==> config.mk <==
export PLATFORM = sky130hd
export DESIGN_NAME = rlysel_top
export DESIGN_NICKNAME = d
export VERILOG_FILES = /design/src/rlysel_pkg.sv /design/src/rlysel_delay.sv /design/src/rlysel_top.sv
export VERILOG_INCLUDE_DIRS = /design/src
export SDC_FILE = /design/constraint.sdc
export NUM_CORES = 1
export LEC_CHECK = 0
export ABC_AREA = 1
export ABC_CLOCK_PERIOD_IN_PS = 9800
export BUFFER_PORTS_ARGS = -buffer_cell sky130_fd_sc_hd__buf_2
export CAP_MARGIN = 10
export CORE_MARGIN = 4
export CORE_UTILIZATION = 27
export DETAILED_ROUTE_END_ITERATION = 7
export GPL_TIMING_DRIVEN = 0
export HOLD_SLACK_MARGIN = 0.03
export PLACE_DENSITY = 0.47
export SYNTH_ARGS = -nofsm -noshare
export SYNTH_HDL_FRONTEND = slang
export SYNTH_SLANG_ARGS = --single-unit
==> constraint.sdc <==
create_clock -name I_SYS_CLK -period 9.8 [get_ports I_SYS_CLK]
set_clock_uncertainty 0.2 [all_clocks]
set_input_delay 0.49 -clock I_SYS_CLK [delete_from_list [all_inputs] [get_ports I_SYS_CLK]]
set_output_delay 0.49 -clock I_SYS_CLK [all_outputs]
set_load 0.01 [all_outputs]
==> src/rlysel_regs.svh <==
// Purpose: register map, field positions, item codes and timing constants of the relay selector
// Assumes: APB with 8-bit byte addresses and 32-bit data
// Notes: delays are held in 10 ms ticks
`ifndef RLYSEL_REGS_SVH
`define RLYSEL_REGS_SVH
// ****************
// register offsets
// ****************
`define RLY_A_ITEM 8'h00
`define RLY_A_ONDLY 8'h04
`define RLY_A_OFFDLY 8'h08
`define RLY_A_TONDLY 8'h0C
`define RLY_A_TOFFDLY 8'h10
`define RLY_A_LOWFREQ 8'h14
`define RLY_A_ONOFF 8'h18
`define RLY_A_STATUS 8'h1C
`define RLY_A_INTST 8'h20
`define RLY_A_INTMSK 8'h24
// ****************
// fields of the item register
// ****************
`define RLY_F_ITEM1 0
`define RLY_F_ITEM2 8
`define RLY_F_MASK 17
`define RLY_F_CTYPE 20
// ****************
// reset values
// ****************
`define RLY_RST_ITEM1 6'h1D
`define RLY_RST_ITEM2 6'h0E
`define RLY_RST_DLY 16'h0000
`define RLY_RST_MASK 3'h0
`define RLY_DLY_MAX 16'h2710
// ****************
// item codes
// ****************
`define RLY_ITEM_RUN 6'h0E
`define RLY_ITEM_LOWF 6'h17
`define RLY_ITEM_TIMER 6'h1C
`define RLY_ITEM_TRIP 6'h1D
`define RLY_ITEM_ONOFF 6'h22
`define RLY_ITEM_BRAKE 6'h23
`define RLY_ITEM_OVRD 6'h26
`define RLY_ITEM_EBUF 6'h28
`define RLY_ITEM_WARN 6'h2A
// ****************
// positions in the synchronised status vector
// ****************
`define RLY_B_RUN 0
`define RLY_B_VOLT 1
`define RLY_B_DCBRK 2
`define RLY_B_TRIPLV 3
`define RLY_B_TRIPOTH 4
`define RLY_B_RSTFAIL 5
`define RLY_B_TIMER 6
`define RLY_B_BRAKE 7
`define RLY_B_OVRD 8
`define RLY_B_EBUF 9
`define RLY_B_WARN 10
// ****************
// timing
// ****************
`define RLY_TICK_MS 10
`define RLY_CLK_KHZ 50000
`define RLY_TICK_W 20
`endif

==> src/rlysel_pkg.sv <==
// Purpose: types of the relay selector
// Assumes: nothing beyond the register header
// Notes: widths of the state fields follow the register layout
package rlysel_pkg;
  typedef enum logic [1:0] {
    RLYSEL_OFF = 2'h1,
    RLYSEL_ON = 2'h2
  } rlysel_dly_state_type;
  typedef logic [5:0] rlysel_item_type;
  typedef struct packed {
    logic [10:0] b1;
    logic [10:0] b2;
    logic [15:0] f1;
    logic [15:0] f2;
    logic [15:0] a1;
    logic [15:0] a2;
    rlysel_item_type item1;
    rlysel_item_type item2;
    logic [2:0] tmask;
    logic [1:0] ctype;
    logic [15:0] on_dly;
    logic [15:0] off_dly;
    logic [15:0] ton_dly;
    logic [15:0] toff_dly;
    logic [15:0] lf_thr;
    logic [15:0] lf_band;
    logic [15:0] oo_on;
    logic [15:0] oo_off;
    logic lf_det;
    logic oo_det;
    logic [19:0] tick_cnt;
    logic tick;
    logic [1:0] p_out;
    logic p_trip;
    logic relay1;
    logic relay2;
    logic [2:0] ist;
    logic [2:0] imsk;
    logic irq;
    logic [31:0] prdata;
    logic pready;
    logic pslverr;
  } rlysel_state_type;
endpackage

==> src/rlysel_delay.sv <==
// Purpose: on-delay and off-delay filter for one relay
// Assumes: i_tick is a one-cycle pulse every 10 ms
// Notes: the first tick of a delay may be partial, so a delay may end up to one tick early
`timescale 1ns/1ns
module rlysel_delay #(
  parameter int W = 16
) (
  input wire logic i_clk,
  input wire logic i_rst_n,
  input wire logic i_ce,
  input wire logic i_tick,
  input wire logic i_src,
  input wire logic [W-1:0] i_on_dly,
  input wire logic [W-1:0] i_off_dly,
  output logic o_out
);
  import rlysel_pkg::*;
  typedef struct packed {
    rlysel_dly_state_type state;
    logic [W-1:0] cnt;
  } rlysel_dst_type;
  rlysel_dst_type st;
  rlysel_dst_type next_st;

  always_comb begin
    next_st = st;
    case (st.state)
      RLYSEL_OFF: begin
        if (!i_src) begin
          next_st.cnt = '0;
        end else if (st.cnt >= i_on_dly) begin
          next_st.state = RLYSEL_ON;
          next_st.cnt = '0;
        end else if (i_tick) begin
          next_st.cnt = st.cnt + 1'b1;
        end
      end
      RLYSEL_ON: begin
        if (i_src) begin
          next_st.cnt = '0;
        end else if (st.cnt >= i_off_dly) begin
          next_st.state = RLYSEL_OFF;
          next_st.cnt = '0;
        end else if (i_tick) begin
          next_st.cnt = st.cnt + 1'b1;
        end
      end
      default: begin
        next_st.state = RLYSEL_OFF;
        next_st.cnt = '0;
      end
    endcase
  end

  always_ff @(posedge i_clk or negedge i_rst_n) begin
    if (!i_rst_n) begin
      st <= '{state: RLYSEL_OFF, cnt: '0};
    end else if (i_ce) begin
      st <= next_st;
    end
  end

  assign o_out = (st.state == RLYSEL_ON);
endmodule

==> src/rlysel_top.sv <==
// Purpose: maps drive status conditions onto two relay outputs with item select and delays
// Assumes: status inputs are asynchronous levels; one 50 MHz clock
// Notes: registers over APB; interrupt on relay rise and qualified trip
`timescale 1ns/1ns
`include "rlysel_regs.svh"
module rlysel_top #(
  parameter int TICK_CYCLES = `RLY_TICK_MS * `RLY_CLK_KHZ
) (
  input wire logic I_SYS_CLK,
  input wire logic I_ARST_N,
  input wire logic I_CLK_EN,
  input wire logic I_PSEL,
  input wire logic I_PENABLE,
  input wire logic I_PWRITE,
  input wire logic [7:0] I_PADDR,
  input wire logic [31:0] I_PWDATA,
  output logic [31:0] O_PRDATA,
  output logic O_PREADY,
  output logic O_PSLVERR,
  input wire logic [15:0] I_OUT_FREQ,
  input wire logic [15:0] I_ANALOG_IN,
  input wire logic I_RUN_CMD,
  input wire logic I_VOLT_OUT,
  input wire logic I_DC_BRAKE,
  input wire logic I_TRIP_LV,
  input wire logic I_TRIP_OTHER,
  input wire logic I_RESTART_FAIL,
  input wire logic I_TIMER_OUT,
  input wire logic I_BRAKE_RELEASE,
  input wire logic I_OVERRIDE,
  input wire logic I_ENERGY_BUF,
  input wire logic I_WARNING,
  output logic O_RELAY1,
  output logic O_RELAY2,
  output logic O_IRQ
);
  import rlysel_pkg::*;

  // ****************
  // reset release
  // ****************
  logic [1:0] rst_sync;
  logic rst_n;
  always_ff @(posedge I_SYS_CLK or negedge I_ARST_N) begin
    if (!I_ARST_N) begin
      rst_sync <= 2'h0;
    end else begin
      rst_sync <= {rst_sync[0], 1'b1};
    end
  end
  assign rst_n = rst_sync[1];

  // ****************
  // helpers
  // ****************
  function automatic logic [15:0] clamp_dly(input logic [15:0] v);
    clamp_dly = (v > `RLY_DLY_MAX) ? `RLY_DLY_MAX : v;
  endfunction

  function automatic logic src_of(input rlysel_item_type item, input logic [10:0] b,
                                  input logic lf, input logic oo, input logic trip);
    case (item)
      `RLY_ITEM_RUN: src_of = b[`RLY_B_RUN] & b[`RLY_B_VOLT] & ~b[`RLY_B_DCBRK];
      `RLY_ITEM_LOWF: src_of = lf;
      `RLY_ITEM_TIMER: src_of = b[`RLY_B_TIMER];
      `RLY_ITEM_TRIP: src_of = trip;
      `RLY_ITEM_ONOFF: src_of = oo;
      `RLY_ITEM_BRAKE: src_of = b[`RLY_B_BRAKE];
      `RLY_ITEM_OVRD: src_of = b[`RLY_B_OVRD];
      `RLY_ITEM_EBUF: src_of = b[`RLY_B_EBUF];
      `RLY_ITEM_WARN: src_of = b[`RLY_B_WARN];
      default: src_of = 1'b0;
    endcase
  endfunction

  rlysel_state_type st;
  rlysel_state_type next_st;
  logic trip_q;
  logic src1;
  logic src2;
  logic [15:0] on_sel1;
  logic [15:0] off_sel1;
  logic [15:0] on_sel2;
  logic [15:0] off_sel2;
  logic d_out1;
  logic d_out2;
  logic apb_wr;
  logic [2:0] ev;

  // ****************
  // source selection
  // ****************
  // trip status inputs are levels held until the trip is reset
  assign trip_q = (st.tmask[0] & st.b2[`RLY_B_TRIPLV])
                | (st.tmask[1] & st.b2[`RLY_B_TRIPOTH])
                | (st.tmask[2] & st.b2[`RLY_B_RSTFAIL]);
  assign src1 = src_of(st.item1, st.b2, st.lf_det, st.oo_det, trip_q);
  assign src2 = src_of(st.item2, st.b2, st.lf_det, st.oo_det, trip_q);
  assign on_sel1 = (st.item1 == `RLY_ITEM_TRIP) ? st.ton_dly : st.on_dly;
  assign off_sel1 = (st.item1 == `RLY_ITEM_TRIP) ? st.toff_dly : st.off_dly;
  assign on_sel2 = (st.item2 == `RLY_ITEM_TRIP) ? st.ton_dly : st.on_dly;
  assign off_sel2 = (st.item2 == `RLY_ITEM_TRIP) ? st.toff_dly : st.off_dly;

  rlysel_delay #(.W(16)) u_dly1 (
    .i_clk(I_SYS_CLK),
    .i_rst_n(rst_n),
    .i_ce(I_CLK_EN),
    .i_tick(st.tick),
    .i_src(src1),
    .i_on_dly(on_sel1),
    .i_off_dly(off_sel1),
    .o_out(d_out1)
  );

  rlysel_delay #(.W(16)) u_dly2 (
    .i_clk(I_SYS_CLK),
    .i_rst_n(rst_n),
    .i_ce(I_CLK_EN),
    .i_tick(st.tick),
    .i_src(src2),
    .i_on_dly(on_sel2),
    .i_off_dly(off_sel2),
    .o_out(d_out2)
  );

  assign apb_wr = I_PSEL & I_PENABLE & st.pready & I_PWRITE;
  assign ev = {trip_q & ~st.p_trip, d_out2 & ~st.p_out[1], d_out1 & ~st.p_out[0]};

  // ****************
  // next state
  // ****************
  always_comb begin
    next_st = st;
    // pins are asynchronous, so every status, frequency and analog input passes two flops first
    next_st.b1 = {I_WARNING, I_ENERGY_BUF, I_OVERRIDE, I_BRAKE_RELEASE, I_TIMER_OUT, I_RESTART_FAIL,
                  I_TRIP_OTHER, I_TRIP_LV, I_DC_BRAKE, I_VOLT_OUT, I_RUN_CMD};
    next_st.b2 = st.b1;
    next_st.f1 = I_OUT_FREQ;
    next_st.f2 = st.f1;
    next_st.a1 = I_ANALOG_IN;
    next_st.a2 = st.a1;
    // 10 ms time base
    next_st.tick = 1'b0;
    if (st.tick_cnt >= 20'(TICK_CYCLES - 1)) begin
      next_st.tick_cnt = '0;
      next_st.tick = 1'b1;
    end else begin
      next_st.tick_cnt = st.tick_cnt + 1'b1;
    end
    // low frequency detect with band as hysteresis above the threshold
    if (st.f2 < st.lf_thr) begin
      next_st.lf_det = 1'b1;
    end else if ({1'b0, st.f2} >= ({1'b0, st.lf_thr} + {1'b0, st.lf_band})) begin
      next_st.lf_det = 1'b0;
    end
    // on level wins if the two levels overlap
    if (st.a2 >= st.oo_on) begin
      next_st.oo_det = 1'b1;
    end else if (st.a2 <= st.oo_off) begin
      next_st.oo_det = 1'b0;
    end
    // contact type inverts the output for a break contact
    next_st.relay1 = d_out1 ^ st.ctype[0];
    next_st.relay2 = d_out2 ^ st.ctype[1];
    next_st.p_out = {d_out2, d_out1};
    next_st.p_trip = trip_q;
    // register writes, taken on the edge that completes the access
    if (apb_wr) begin
      case (I_PADDR)
        `RLY_A_ITEM: begin
          next_st.item1 = I_PWDATA[`RLY_F_ITEM1 +: 6];
          next_st.item2 = I_PWDATA[`RLY_F_ITEM2 +: 6];
          next_st.tmask = I_PWDATA[`RLY_F_MASK +: 3];
          next_st.ctype = I_PWDATA[`RLY_F_CTYPE +: 2];
        end
        `RLY_A_ONDLY: next_st.on_dly = clamp_dly(I_PWDATA[15:0]);
        `RLY_A_OFFDLY: next_st.off_dly = clamp_dly(I_PWDATA[15:0]);
        `RLY_A_TONDLY: next_st.ton_dly = clamp_dly(I_PWDATA[15:0]);
        `RLY_A_TOFFDLY: next_st.toff_dly = clamp_dly(I_PWDATA[15:0]);
        `RLY_A_LOWFREQ: begin
          next_st.lf_thr = I_PWDATA[15:0];
          next_st.lf_band = I_PWDATA[31:16];
        end
        `RLY_A_ONOFF: begin
          next_st.oo_on = I_PWDATA[15:0];
          next_st.oo_off = I_PWDATA[31:16];
        end
        `RLY_A_INTST: next_st.ist = st.ist & ~I_PWDATA[2:0];
        `RLY_A_INTMSK: next_st.imsk = I_PWDATA[2:0];
        default: next_st.ist = st.ist;
      endcase
    end
    // a new event wins over a clear in the same cycle
    next_st.ist = next_st.ist | ev;
    next_st.irq = |(next_st.ist & next_st.imsk);
    // two-cycle access: ready rises one cycle into the access phase
    next_st.pready = 1'b0;
    next_st.pslverr = 1'b0;
    next_st.prdata = 32'h0000_0000;
    if (I_PSEL && I_PENABLE && !st.pready) begin
      next_st.pready = 1'b1;
      case (I_PADDR)
        `RLY_A_ITEM: begin
          next_st.prdata[`RLY_F_ITEM1 +: 6] = st.item1;
          next_st.prdata[`RLY_F_ITEM2 +: 6] = st.item2;
          next_st.prdata[`RLY_F_MASK +: 3] = st.tmask;
          next_st.prdata[`RLY_F_CTYPE +: 2] = st.ctype;
        end
        `RLY_A_ONDLY: next_st.prdata[15:0] = st.on_dly;
        `RLY_A_OFFDLY: next_st.prdata[15:0] = st.off_dly;
        `RLY_A_TONDLY: next_st.prdata[15:0] = st.ton_dly;
        `RLY_A_TOFFDLY: next_st.prdata[15:0] = st.toff_dly;
        `RLY_A_LOWFREQ: next_st.prdata = {st.lf_band, st.lf_thr};
        `RLY_A_ONOFF: next_st.prdata = {st.oo_off, st.oo_on};
        `RLY_A_STATUS: next_st.prdata[7:0] = {st.oo_det, st.lf_det, trip_q, src2, src1, d_out2, st.relay2,
                                              st.relay1};
        `RLY_A_INTST: next_st.prdata[2:0] = st.ist;
        `RLY_A_INTMSK: next_st.prdata[2:0] = st.imsk;
        default: next_st.pslverr = 1'b1;
      endcase
    end
  end

  // ****************
  // state register
  // ****************
  always_ff @(posedge I_SYS_CLK or negedge rst_n) begin
    if (!rst_n) begin
      st <= '0;
      st.item1 <= `RLY_RST_ITEM1;
      st.item2 <= `RLY_RST_ITEM2;
      st.tmask <= `RLY_RST_MASK;
      st.on_dly <= `RLY_RST_DLY;
      st.off_dly <= `RLY_RST_DLY;
      st.ton_dly <= `RLY_RST_DLY;
      st.toff_dly <= `RLY_RST_DLY;
    end else if (I_CLK_EN) begin
      st <= next_st;
    end
  end

  assign O_PRDATA = st.prdata;
  assign O_PREADY = st.pready;
  assign O_PSLVERR = st.pslverr;
  assign O_RELAY1 = st.relay1;
  assign O_RELAY2 = st.relay2;
  assign O_IRQ = st.irq;
endmodule

==> results of run 1 <==
flip-flops by register name (all words and copies together) (netlist names):
register	count
O_PRDATA	32
st	220
u_dly1.st	18
O_IRQ	1
O_PREADY	1
u_dly2.st	18
O_PSLVERR	1
rst_sync	2
next_st	43
O_RELAY1	1
O_RELAY2	1
layer usage:
| metal | vias up | routed length (microns) | part of all wire, % |
|---|---|---|---|
| met4 | 2 | 1810 | 2.5 |
| met5 | - | 13 | 0.018 |
| met1 | 8632 | 33100 | 46 |
| li1 | 9111 | - | - |
| met3 | 87 | 2650 | 3.7 |
| met2 | 347 | 34600 | 48 |
what timing repair did:
item,CTS,global route
endpoints found under the hold margin,68,0
hold buffers,57,0
gates resized for setup,0,0
setup endpoints to repair,0,0
power breakdown:
| part | total (mW) | leakage, nW | internal [mW] | switching (mW) |
|---|---|---|---|---|
| Combinational | 0.464 | 6.86 | 0.163 | 0.301 |
| Sequential | 1.55 | 4.39 | 1.47 | 0.0726 |
| Clock | 1.56 | 0.656 | 0.922 | 0.637 |
| Total | 3.57 | 11.9 | 2.56 | 1.01 |
through the flow:
step | utilization, % | worst slack, ns | std cells | total power, mW
after floorplan | - | 4.08 | 2670 | 1.83
after global placement | 29.9 | 1.30 | 3753 | 2.01
after detailed placement | 30.2 | 5.99 | 3759 | 2.02
after CTS | 32.8 | 5.96 | 3887 | 3.62
after global routing | 32.8 | 5.65 | 3887 | 3.74
final | 32.8 | 5.98 | 3887 | 3.57
critical path, stage by stage, from the launching register on:
cell      delay (ns)
dfstp_2         0.59
nand2_1         0.09
nor2_1          0.20
nand2_1         0.35
clkbuf_1        0.34
nand2_1         0.10
o21ai_0         0.15
ha_1            0.32
nand2_1         0.05
inv_1           0.07
nand3_1         0.06
nor3_1          0.42
nand2_1         0.11
nand4_1         0.18
nand2_2         0.20
nand3_1         0.13
o21ai_0         0.09
cells by family after synthesis:
kind of cell / count (synthesis) / synth area share, %
buffers and inverters: 399 / 8.37
other: 1 / 0.0186
adder cells (fa/ha/maj): 153 / 9.53
flip-flops: 338 / 42.0
AO/OA/AOI/OAI: 478 / 12.8
XOR/XNOR: 33 / 1.43
AND/OR/NAND/NOR: 1268 / 25.8
final cells by class:
cell class                 count  area [sq um]  share of cell area, %
multi-input combinational   1933         10000                   41.6
sequential                   338          8470                   35.2
timing repair buffer         187          1360                   5.63
tap                          959          1200                   4.98
clock buffer                  60          1190                   4.94
inverter                     284          1070                   4.44
buffer                       115           618                   2.57
clock inverter                11           161                  0.670
placed cells by master (no fill, tap or decap), types with 5 or more instances in the layout:
cell           instances
nand2_2                8
o21a_1                 5
xor2_1                23
clkbuf_16             42
nand3_1              111
dfstp_2                9
nor3_1                35
inv_1                269
ha_1                 152
o21ai_0              276
inv_2                 12
a21oi_1               87
buf_16                 6
a21o_1                 8
buf_4                 37
xnor2_1               10
nor2_2                13
buf_2                150
clkinv_2               5
clkbuf_8               7
nor2_4                 8
a22o_1                13
nand4_1               16
o21ai_1               36
o22ai_1               16
dlygate4sd3_1         57
nor4_1                 5
a31oi_1               12
clkbuf_1              58
dfrtp_1              328
nor2_1               151
nand2_1              902
o2111ai_1              7
path summary, 6_finish.rpt:
| path | start | end | slack (ns) | depth (start not counted) |
|---|---|---|---|---|
| setup / recovery | st[212] | u_dly1.st[1] | 5.98 | 16 |
| hold / removal | rst_sync[1] | st[56] | 0.05 | 0 |
| setup reg to reg | st[212] | u_dly1.st[1] | 5.98 | 16 |
| hold reg to reg | rst_sync[1] | st[56] | 0.05 | 0 |
| max in group asynchronous | rst_sync[1] | st[148] | 8.03 | 3 |
| min in group I_SYS_CLK | I_PWDATA[16] | st[69] | 0.06 | 3 |
==> metrics list, run 1 <==
- Placeable core region: 0.0735 sq mm
- The first global-routing pass estimated 111000 microns of wire.
- The worst setup path is of the reg2reg kind.
* Syn_area_per_cell: 7.55 sq um
- For the worst setup path, the data arrival time is ~4.0 ns.
- The synthesized netlist contains 51 unique library cells.
- Placed instance area: approximately 0.022 sq mm
* Standby leakage power: 11.9 nW
- Hold slack final: 0.0523 ns
- Setup violations remaining at the end of the flow were counted as 0.
- Share of post-route cells with drive strength above 1: between 10% and 20%
- Peak fanout along the critical path: 10
- Setup crit end kind: register
- Power Density: ~150 mW/mm^2
- Detailed router's first-iteration violation count: 1274
* Tot GR Track Use: 18.3%
- Max-cap violations in this run came to 0.
- For this configuration, the core starts out at a cell density of between 20% and 30%.
* Worst IR Drop VDD: roughly 0.00011 V
* Clock-pin slew on the worst setup and hold paths: ~0.06 ns
- Grt total ovfl: 0
* Count of clock tree sinks: 338
- DRT antenna net count: 0
- Yosys printed 0 warnings.
- roughly 130 I/O pins were placed.
- Wire length per cell after detailed routing: 18.6 microns
* Buffer levels on the longest clock path: 3
- Overall die area: 0.0791 sq mm
- The final count of pins violating max slew came to 0.
- The finished cells cover 0.0241 sq mm.
* Post-synth top flop: dfrtp_1
- Clock network latency to the later pin of the worst-skew pair: slightly below 0.6 ns
- Type of the most critical hold path: reg2async
* Most instantiated library cell after synthesis: nand2_1
* Met2 GRT Util: between 30% and 40%
- Measured against its own limit, the worst slew margin works out to 22.7%.
- The number of failing hold endpoints at the final stage is 0.
- The number of global-route vias before repair is 17918.
- For this run, asynchronously set or reset flops after synthesis account for 100%.
- After the last flow step, the layout net total stands at 3143.
- Ranking of synthesized cells by area: dfrtp_1, nand2_1, ha_1, o21ai_0, inv_1
- Initial antenna violation count: 1
- Final worst-path cycle share: 39.0%
* Net Count, Synth: 2912
* Final sum of negative setup slack: 0 ns
- Setup repair after global routing left no endpoint under its margin.
- The wire-length estimate of the detail-placed layout is 57100 microns.
- The share of the Yosys chip area taken by registers is a little over two fifths.
- In this run the cell area of the synthesized design comes to 0.0202 sq mm.
- Post-Synthesis Cells: 2670
* Met1 Track Usage GR: 24.7%
- At the end of routability-driven placement, the weighted congestion stood at 0.904.
- In the routed design, unresolved DRC markers number 0.
* Diodes inserted: 0
* Worst slew pin tran: 1.16 ns
* Site Rows: 99
- Critical Path RT: 10.01 ns
- The tree is rooted in a clkbuf_16.
* Number of search-and-repair iterations in the first detailed-routing pass: 5
* Largest area contributor in the netlist: dfrtp_1
- Die extent in y: 281 microns
* Commonest cells in the synthesized netlist: nand2_1, dfrtp_1, o21ai_0, inv_1, ha_1
- Area growth, synth to finish: 19.4%
- In this run the most used layer during global routing was met2.
- H-tree Lvls: 2
- TritonCTS built the clock tree.
* Die width: ~280 microns
* Number of flops mapped to enable cells by yosys: 0
- The flow ran to the end, and the final reports show no timing, DRC or antenna violations.
* Vias: 18179
- Wires add up to 72200 microns.
- The worst setup path is launched from a register.
* Share of the synthesized area in the top cell type: 40.8%
- Avg Vias per Cell: between 4 and 5
* Filler Cells Inserted: 7931
- Port buffering added 124 buffers.
* Met3 demand-to-capacity share in global routing: under 10%
- Static timing analysis puts the maximum clock frequency at around 260 MHz.
* Clock buffer count from CTS: 42
* Largest net degree at the start of global routing: 66
- Post-CTS timing repair inserted 0 buffers for setup.
* Post-layout min period: about 3.8 ns
- In this run, synthesis produced a sequential element count of 338.
(Power assumes the default switching activity.)
==> run 2, diff against run 1 <==
Settings changed: ABC_CLOCK_PERIOD_IN_PS 9800 to 3600, PLACE_DENSITY 0.47 to 0.46.
Clock period 9.8 ns to 3.6 ns, I/O delays scaled along.
==> run 2 against run 1 <==
  * Cell count increased by 0.80%
  * Setup slack got worse by 5.7 ns
  * Sequential share of layout area decreased by 0.52 points
  * Hold slack improved by 0.014 ns
  * Final area increased by 1.5%
  * First-iteration DRC count decreased by 3.1%
  * Total power increased to 2.7 times the previous value
  * Routed wire length increased by 2.2%
  * Global-route usage increased by 0.29 points
  * Largest power group unchanged
  * Fmax increased by 15%
  * Sequential power increased to 2.7 times the previous value
==> metrics list, run 2 (synthesized netlist as in run 1, its figures left out) <==
* Non-Filler Cell Area, Final: 0.0244 sq mm
* Unrepaired setup endpoints after global routing: false
- Crit path launch type: register
- Commonest cells after routing, fill and taps aside: nand2_1, dfrtp_1, inv_1
- Flip-flop count of the largest register after layout: 220
- Ranked by flip-flop count, first place goes to st.
- Setup violations remaining at the end of the flow were counted as 0.
* DRT antenna net count: 0
- Overall die area: 0.0791 sq mm
- Along the worst path, the maximum fanout reaches 10.
- The count of buffers added on input and output ports is roughly 120.
* Final worst-path cycle share: 92.2%
- The flow ran to the end, and the final reports show no timing, DRC or antenna violations.
- Final Routed Wirelength: 73800 microns
- Counting along the longest clock path gives a buffer depth of 3.
- Grt total ovfl: 0
- Worst setup margin: approximately 0.28 ns
- The initial utilization of the core area, before any placement, comes to between 20 and 30%.
- Entering global routing, the biggest net connects 64 pins.
- Number of cells in the finished layout apart from fillers: 3918
- Placeable core region: 0.0735 sq mm
- For this design the static power due to leakage is 12.1 nW.
* Tot Pwr: between 9 and 10 mW
* Die extent in y: 281 microns
* Wire length per cell after detailed routing: 18.8 microns
- Half-perimeter wire length after placement: 57800 microns
* Most common cell after layout, fill and taps aside: nand2_1
* TritonCTS clock tree: built
* Diodes inserted: 0
* Site Rows: slightly below 100
- Final nets: between 3000 and 4000
* Launch instance of the worst register-to-register path: st[211]
* Placed instance count: ~3800
* Worst IR Drop VDD: 0.000291 V
- After clock tree synthesis, the clock-pin slew on the worst setup and hold paths is about 0.060 ns.
* Crit path kind: reg2reg
* Worst flop-to-flop path endpoint: u_dly1.st[17]
* Hold Violations, Final: 0
- Of the cells placed in the final design, the portion with a size suffix greater than 1 is 12.0%.
- For the finished layout, the period the worst path requires is 3.32 ns.
- Setup crit end kind: register
- Signal arrival time at the worst endpoint: 3.58 ns
- The clock tree synthesis step divided the H-tree into 2 levels.
- Across the run, the number of max-cap violations was 0.
* Hold Crit Start: I_PSEL
- Highest attainable clock frequency: 301 MHz
* Initial antenna violation count: 0
* Worst slew pin tran: 1.13 ns
* Count of clock tree sinks: about 340
- Dividing the detail-routed via count by the number of cells gives 4.68.
* Clock network latency to the later pin of the worst-skew pair: 0.60 ns
- Worst Hold Path Cells: 7
- Number of search-and-repair iterations in the first detailed-routing pass: 5
- Headroom to the max-slew limit came out at roughly a quarter.
- At the end of the flow the core is filled with cells to 33.3%.
- The final count of pins violating max slew came to 0.
- Drt drc: 0
* Clock root buffer: clkbuf_16
- Global-route wire length before repair: 112000 microns
- Relative to the synthesized area, the layout overhead comes to 21.2%.
- The floorplan step set the die width to 281 microns.
- Type of the most critical hold path: in2reg
- Dividing total power by cell area gives a power density of 400 mW/mm^2.
* Tot GR Track Use: 18.6%
- The number of global-route vias before repair was 18123.
* Hold Crit Endpoint: st[39]
- At the end of routability-driven placement, the weighted congestion stood at 0.887.
- Vias: 18354
- Top Ports: 126
- Measured in cells, the most critical reg-to-reg path has a length of 15.
- Worst slack after detailed placement: -0.262 ns
- Placed instance area: 0.0222 sq mm
* Critical Path RT: 3.86 ns
* Clock buffer count from CTS: 42
- Setup slack on the worst flop-to-flop path: 0.28 ns
* Detailed router's first-iteration violation count: 1235
## run 2: cell type report
class	instances	area, sq um
Multi-Input combinational cell	1934	10100
Clock inverter	14	151
Buffer	115	633
Tap cell	959	1200
Clock buffer	61	1210
Timing Repair Buffer	213	1610
Fill cell	7882	49000
Sequential cell	338	8470
Inverter	284	1070
## run 2: worst max path at each step
stage                      from            end  slack (ns)
CTS                     st[212]  u_dly1.st[14]        0.01
global placement    rst_sync[1]   O_PRDATA[12]       -1.66
global route            st[204]  u_dly2.st[13]        0.04
finish                  st[211]  u_dly1.st[17]        0.28
floorplan           rst_sync[1]          O_IRQ        0.06
detailed placement      st[211]   u_dly1.st[6]       -0.26
## run 2: what timing repair did
| action | CTS | global route |
|---|---|---|
| endpoints found under the hold margin | 198 | 0 |
| cloned | 0 | 1 |
| hold buffers | 81 | 0 |
| pin swaps | 0 | 3 |
| endpoints found under the setup margin | 31 | 36 |
| resized for setup | 12 | 46 |
| buffers inserted | 0 | 2 |
## run 2: critical path: stages, from the launching register on
cell and delay (ns):
dfstp_2 0.57, nand2_1 0.09, nor2_2 0.23, nand2_4 0.15
clkbuf_2 0.24, o21ai_0 0.24, ha_1 0.28, a21oi_1 0.17
nand2_1 0.10, a21oi_2 0.26, nand4_1 0.12, buf_4 0.19
nand2_1 0.13, inv_1 0.07, nand3_1 0.08, nand2_1 0.05
## run 2: power by group
part / total (mW) / internal (mW) / switching (mW)
Combinational: 1.32 / 0.472 / 0.847
Sequential: 4.20 / 4.01 / 0.188
Clock: 4.25 / 2.43 / 1.82
Total: 9.77 / 6.91 / 2.86
## run 2: layer usage
metal | share of wire (%) | wire (microns) | track usage [%] | vias up
li1 | - | - | - | 9175
met1 | 46 | 33600 | 25.0 | 8687
met2 | 47 | 34700 | 31.1 | 385
met3 | 3.8 | 2830 | 2.14 | 107
met4 | 3.5 | 2600 | 6.58 | 0
met5 | 0 | 0 | 0 | -
## run 2: metrics by stage
| step | TNS (ns) | hold WS, ns |
|---|---|---|
| after floorplan | 0 | -0.316 |
| after global placement | -532.04 | -0.232 |
| after detailed placement | -4.99 | -0.229 |
| after CTS | 0 | 0.0345 |
| after global routing | 0 | 0.107 |
| final | 0 | 0.0658 |
==> run 3, diff against run 2 <==
Settings changed: ABC_CLOCK_PERIOD_IN_PS 3600 to 3100.
Clock period 3.6 ns to 3.1 ns, I/O delays scaled along.
==> run 3 against run 2 <==
  * Final area grew 3.6%
  * Largest cell class unchanged
  * Setup slack got worse by 0.28 ns
  * Highest routed layer is now met5
  * Critical endpoint is now u_dly1.st[14]
  * Fmax grew 7.1%
==> metrics list, run 3 (synthesized netlist as in run 1, its figures left out) <==
* Outcome: finished, final reports clean
- Area growth, synth to finish: 25.6%
* # Max-Cap Violations: 0
- Launching instance or port of the critical path: st[210]
* Post-layout min period: 3.10 ns
* Worst slew pin tran: 1.10 ns
* Slew margin rel.: 27.0%
- Launch instance of the worst register-to-register path: st[210]
- The layout has approximately 7800 filler cells.
- In the final design database the tool counted around 3200 nets.
* Register-to-Register Path Depth: 14
* Drt drc: 0
* Register containing the most flip-flops in the final layout: st
- The die is 281 microns tall.
* Signal arrival time at the worst endpoint: 3.42 ns
- The floorplan step defined a die boundary enclosing around 0.079 sq mm.
* Setup slack on the worst flop-to-flop path: 0.002 ns
- H-tree Lvls: 2
- The signal on the critical path passes through nand2_2, nor2_4, nand2_4, buf_4, o21ai_0, ha_1, nand2_1, nor2_2, a21oi_2, nand4_1, nand2_4, buf_12, nand2_8, o21ai_2.
- Half-perimeter wire length after placement: ~58000 microns
- Most common cell after layout, fill and taps aside: nand2_1
- Critical Path RT: 3.42 ns
- Number of cells in the finished layout apart from fillers: 3956
* Top Ports: 126
- Detailed router's first-iteration violation count: 1170
- The register with the most flip-flops in the layout has 220 of them.
- The analysis attributes to cell leakage a power of 12.5 nW.
* End of the critical path: u_dly1.st[14]
- Initial standard-cell utilization of the core: 27.5%
* GPL Wtd Cong: 0.887
* Share of post-route cells with drive strength above 1: ~16%
* Clock-pin slew on the worst setup and hold paths: roughly 0.06 ns
- In this run the remaining antenna-violating nets after routing total 0.
- Worst flop-to-flop path endpoint: u_dly1.st[14]
- The first detailed-routing pass ran for 6 iterations.
* Setup crit end kind: register
- Worst slack after detailed placement: -0.762 ns
* Worst IR Drop VDD: roughly 0.00034 V
- Final Routed Wirelength: 74800 microns
- The critical path crosses 14 cells after its start point.
- After detailed routing, the number of vias per cell comes to 4.69.
- Wire length per cell after detailed routing: about 19 microns
- Placeable core region: ~0.073 sq mm
* Final sum of negative setup slack: 0 ns
* Initial antenna violation count: 1
- Hold Violations, Final: 0
* Crit path kind: reg2reg
- Fraction of the core area covered by cells at the end of the flow: around 34%
- The floorplan has 99 rows.
* TritonCTS clock tree: built
- Together, buffers and inverters on the worst path number 2.
- Buffers inserted during clock tree synthesis total 42.
* Tot GR Track Use: around a fifth
* Die width: around 280 microns
- Highest attainable clock frequency: 323 MHz
- Clock tree synthesis selected as its root buffer the cell clkbuf_16.
- The largest single stage delay on the critical path is 0.55 ns.
- Final worst-path cycle share: 99.9%
* Vias in the first global route: ~18000
- Number of endpoints failing setup at the final stage: 0
* Clock network latency to the later pin of the worst-skew pair: 0.60 ns
* Buffer levels on the longest clock path: 3
* Global-route wire length before repair: 113000 microns
- IO Port Bufs: approximately 120
- Commonest cells after routing, fill and taps aside: nand2_1, dfrtp_1, inv_1
- Vias: 18553
- The final count of pins violating max slew was 0.
- Crit-path slowest cell: dfstp_2
- In this run the worst path has a maximum fanout of 10.
- The tightest hold path in the finished design has a slack of 0.0529 ns.
- The path class of the tightest hold or removal check is in2reg.
- The most numerous cell type found on the critical path is nand2_4.
- Grt total ovfl: 0
- Crit path launch type: register
- Setup slack on the critical path of the routed design comes to 0.00156 ns.
- Dividing total power by cell area gives a power density of 450 mW/mm^2.
* Largest net degree at the start of global routing: 64
* Unrepaired setup endpoints after global routing: true
- Placed instance count: 3759
- Kind of cell adding the most delay to the critical path: simple AND/OR/NAND/NOR gates
- Count of clock tree sinks: 338
[run 3: report_power, final]
group	internal [mW]	switching, mW
Combinational	0.566	1.00
Clock	2.83	2.11
Sequential	4.65	0.221
[run 3: repair_timing]
| item | CTS | global route |
|---|---|---|
| cloned | 2 | 1 |
| pin swaps | 18 | 47 |
| hold buffers | 83 | 0 |
| buffers inserted | 20 | 15 |
| resized for setup | 115 | 133 |
| endpoints found under the setup margin | 37 | 131 |
| hold endpoints to repair | 200 | 0 |
[run 3: worst reg2reg max path: cells and delay by family, from the launching register on]
kind / cells / cell delay [ns]
flip-flops: 1 / 0.55
adder cells (fa/ha/maj): 1 / 0.26
AO/OA/AOI/OAI: 3 / 0.57
AND/OR/NAND/NOR: 8 / 1.13
buffers and inverters: 2 / 0.34
[run 3: how the worst min path moves through the flow]
stage	startpoint	end	slack, ns	depth (start not counted)
after floorplan	I_ARST_N	rst_sync[0]	-0.34	0
after global placement	I_ARST_N	rst_sync[0]	-0.26	1
after detailed placement	I_ARST_N	rst_sync[0]	-0.25	1
after CTS	I_OUT_FREQ[11]	next_st[257]	0.04	4
after global routing	I_PADDR[2]	st[173]	0.08	6
final	I_PADDR[2]	st[173]	0.05	6
[run 3: area by class of cell]
type | instances | area, sq um | share of cell area, %
repair buffers | 250 | 1980 | 7.83
multi-input cells | 1934 | 10500 | 41.4
diodes | 1 | 2.50 | 0.00988
well taps | 959 | 1200 | 4.74
plain buffers | 115 | 749 | 2.96
flip-flops and latches | 338 | 8480 | 33.5
clock inverters | 14 | 151 | 0.598
inverters | 284 | 1070 | 4.23
clock buffers | 61 | 1210 | 4.79
[run 3: stage by stage]
| stage | instance area, sq um | total power [mW] |
|---|---|---|
| 6_report | 25300 | 11.4 |
| 5_1_grt | 25300 | 12.0 |
| 4_1_cts | 24900 | 11.5 |
| 3_5_place_dp | 22200 | 6.41 |
| 3_3_place_gp | 22000 | 6.37 |
| 2_1_floorplan | 20200 | 5.78 |
[run 3: metal layers]
metal / vias to the layer above / share of wire (%) / track usage, %
met3: 109 / 3.8 / 2.37
met4: 2 / 3.6 / 6.71
met5: - / 0.017 / 0
li1: 9249 / - / -
met2: 361 / 47 / 31.4
met1: 8832 / 45 / 25.1
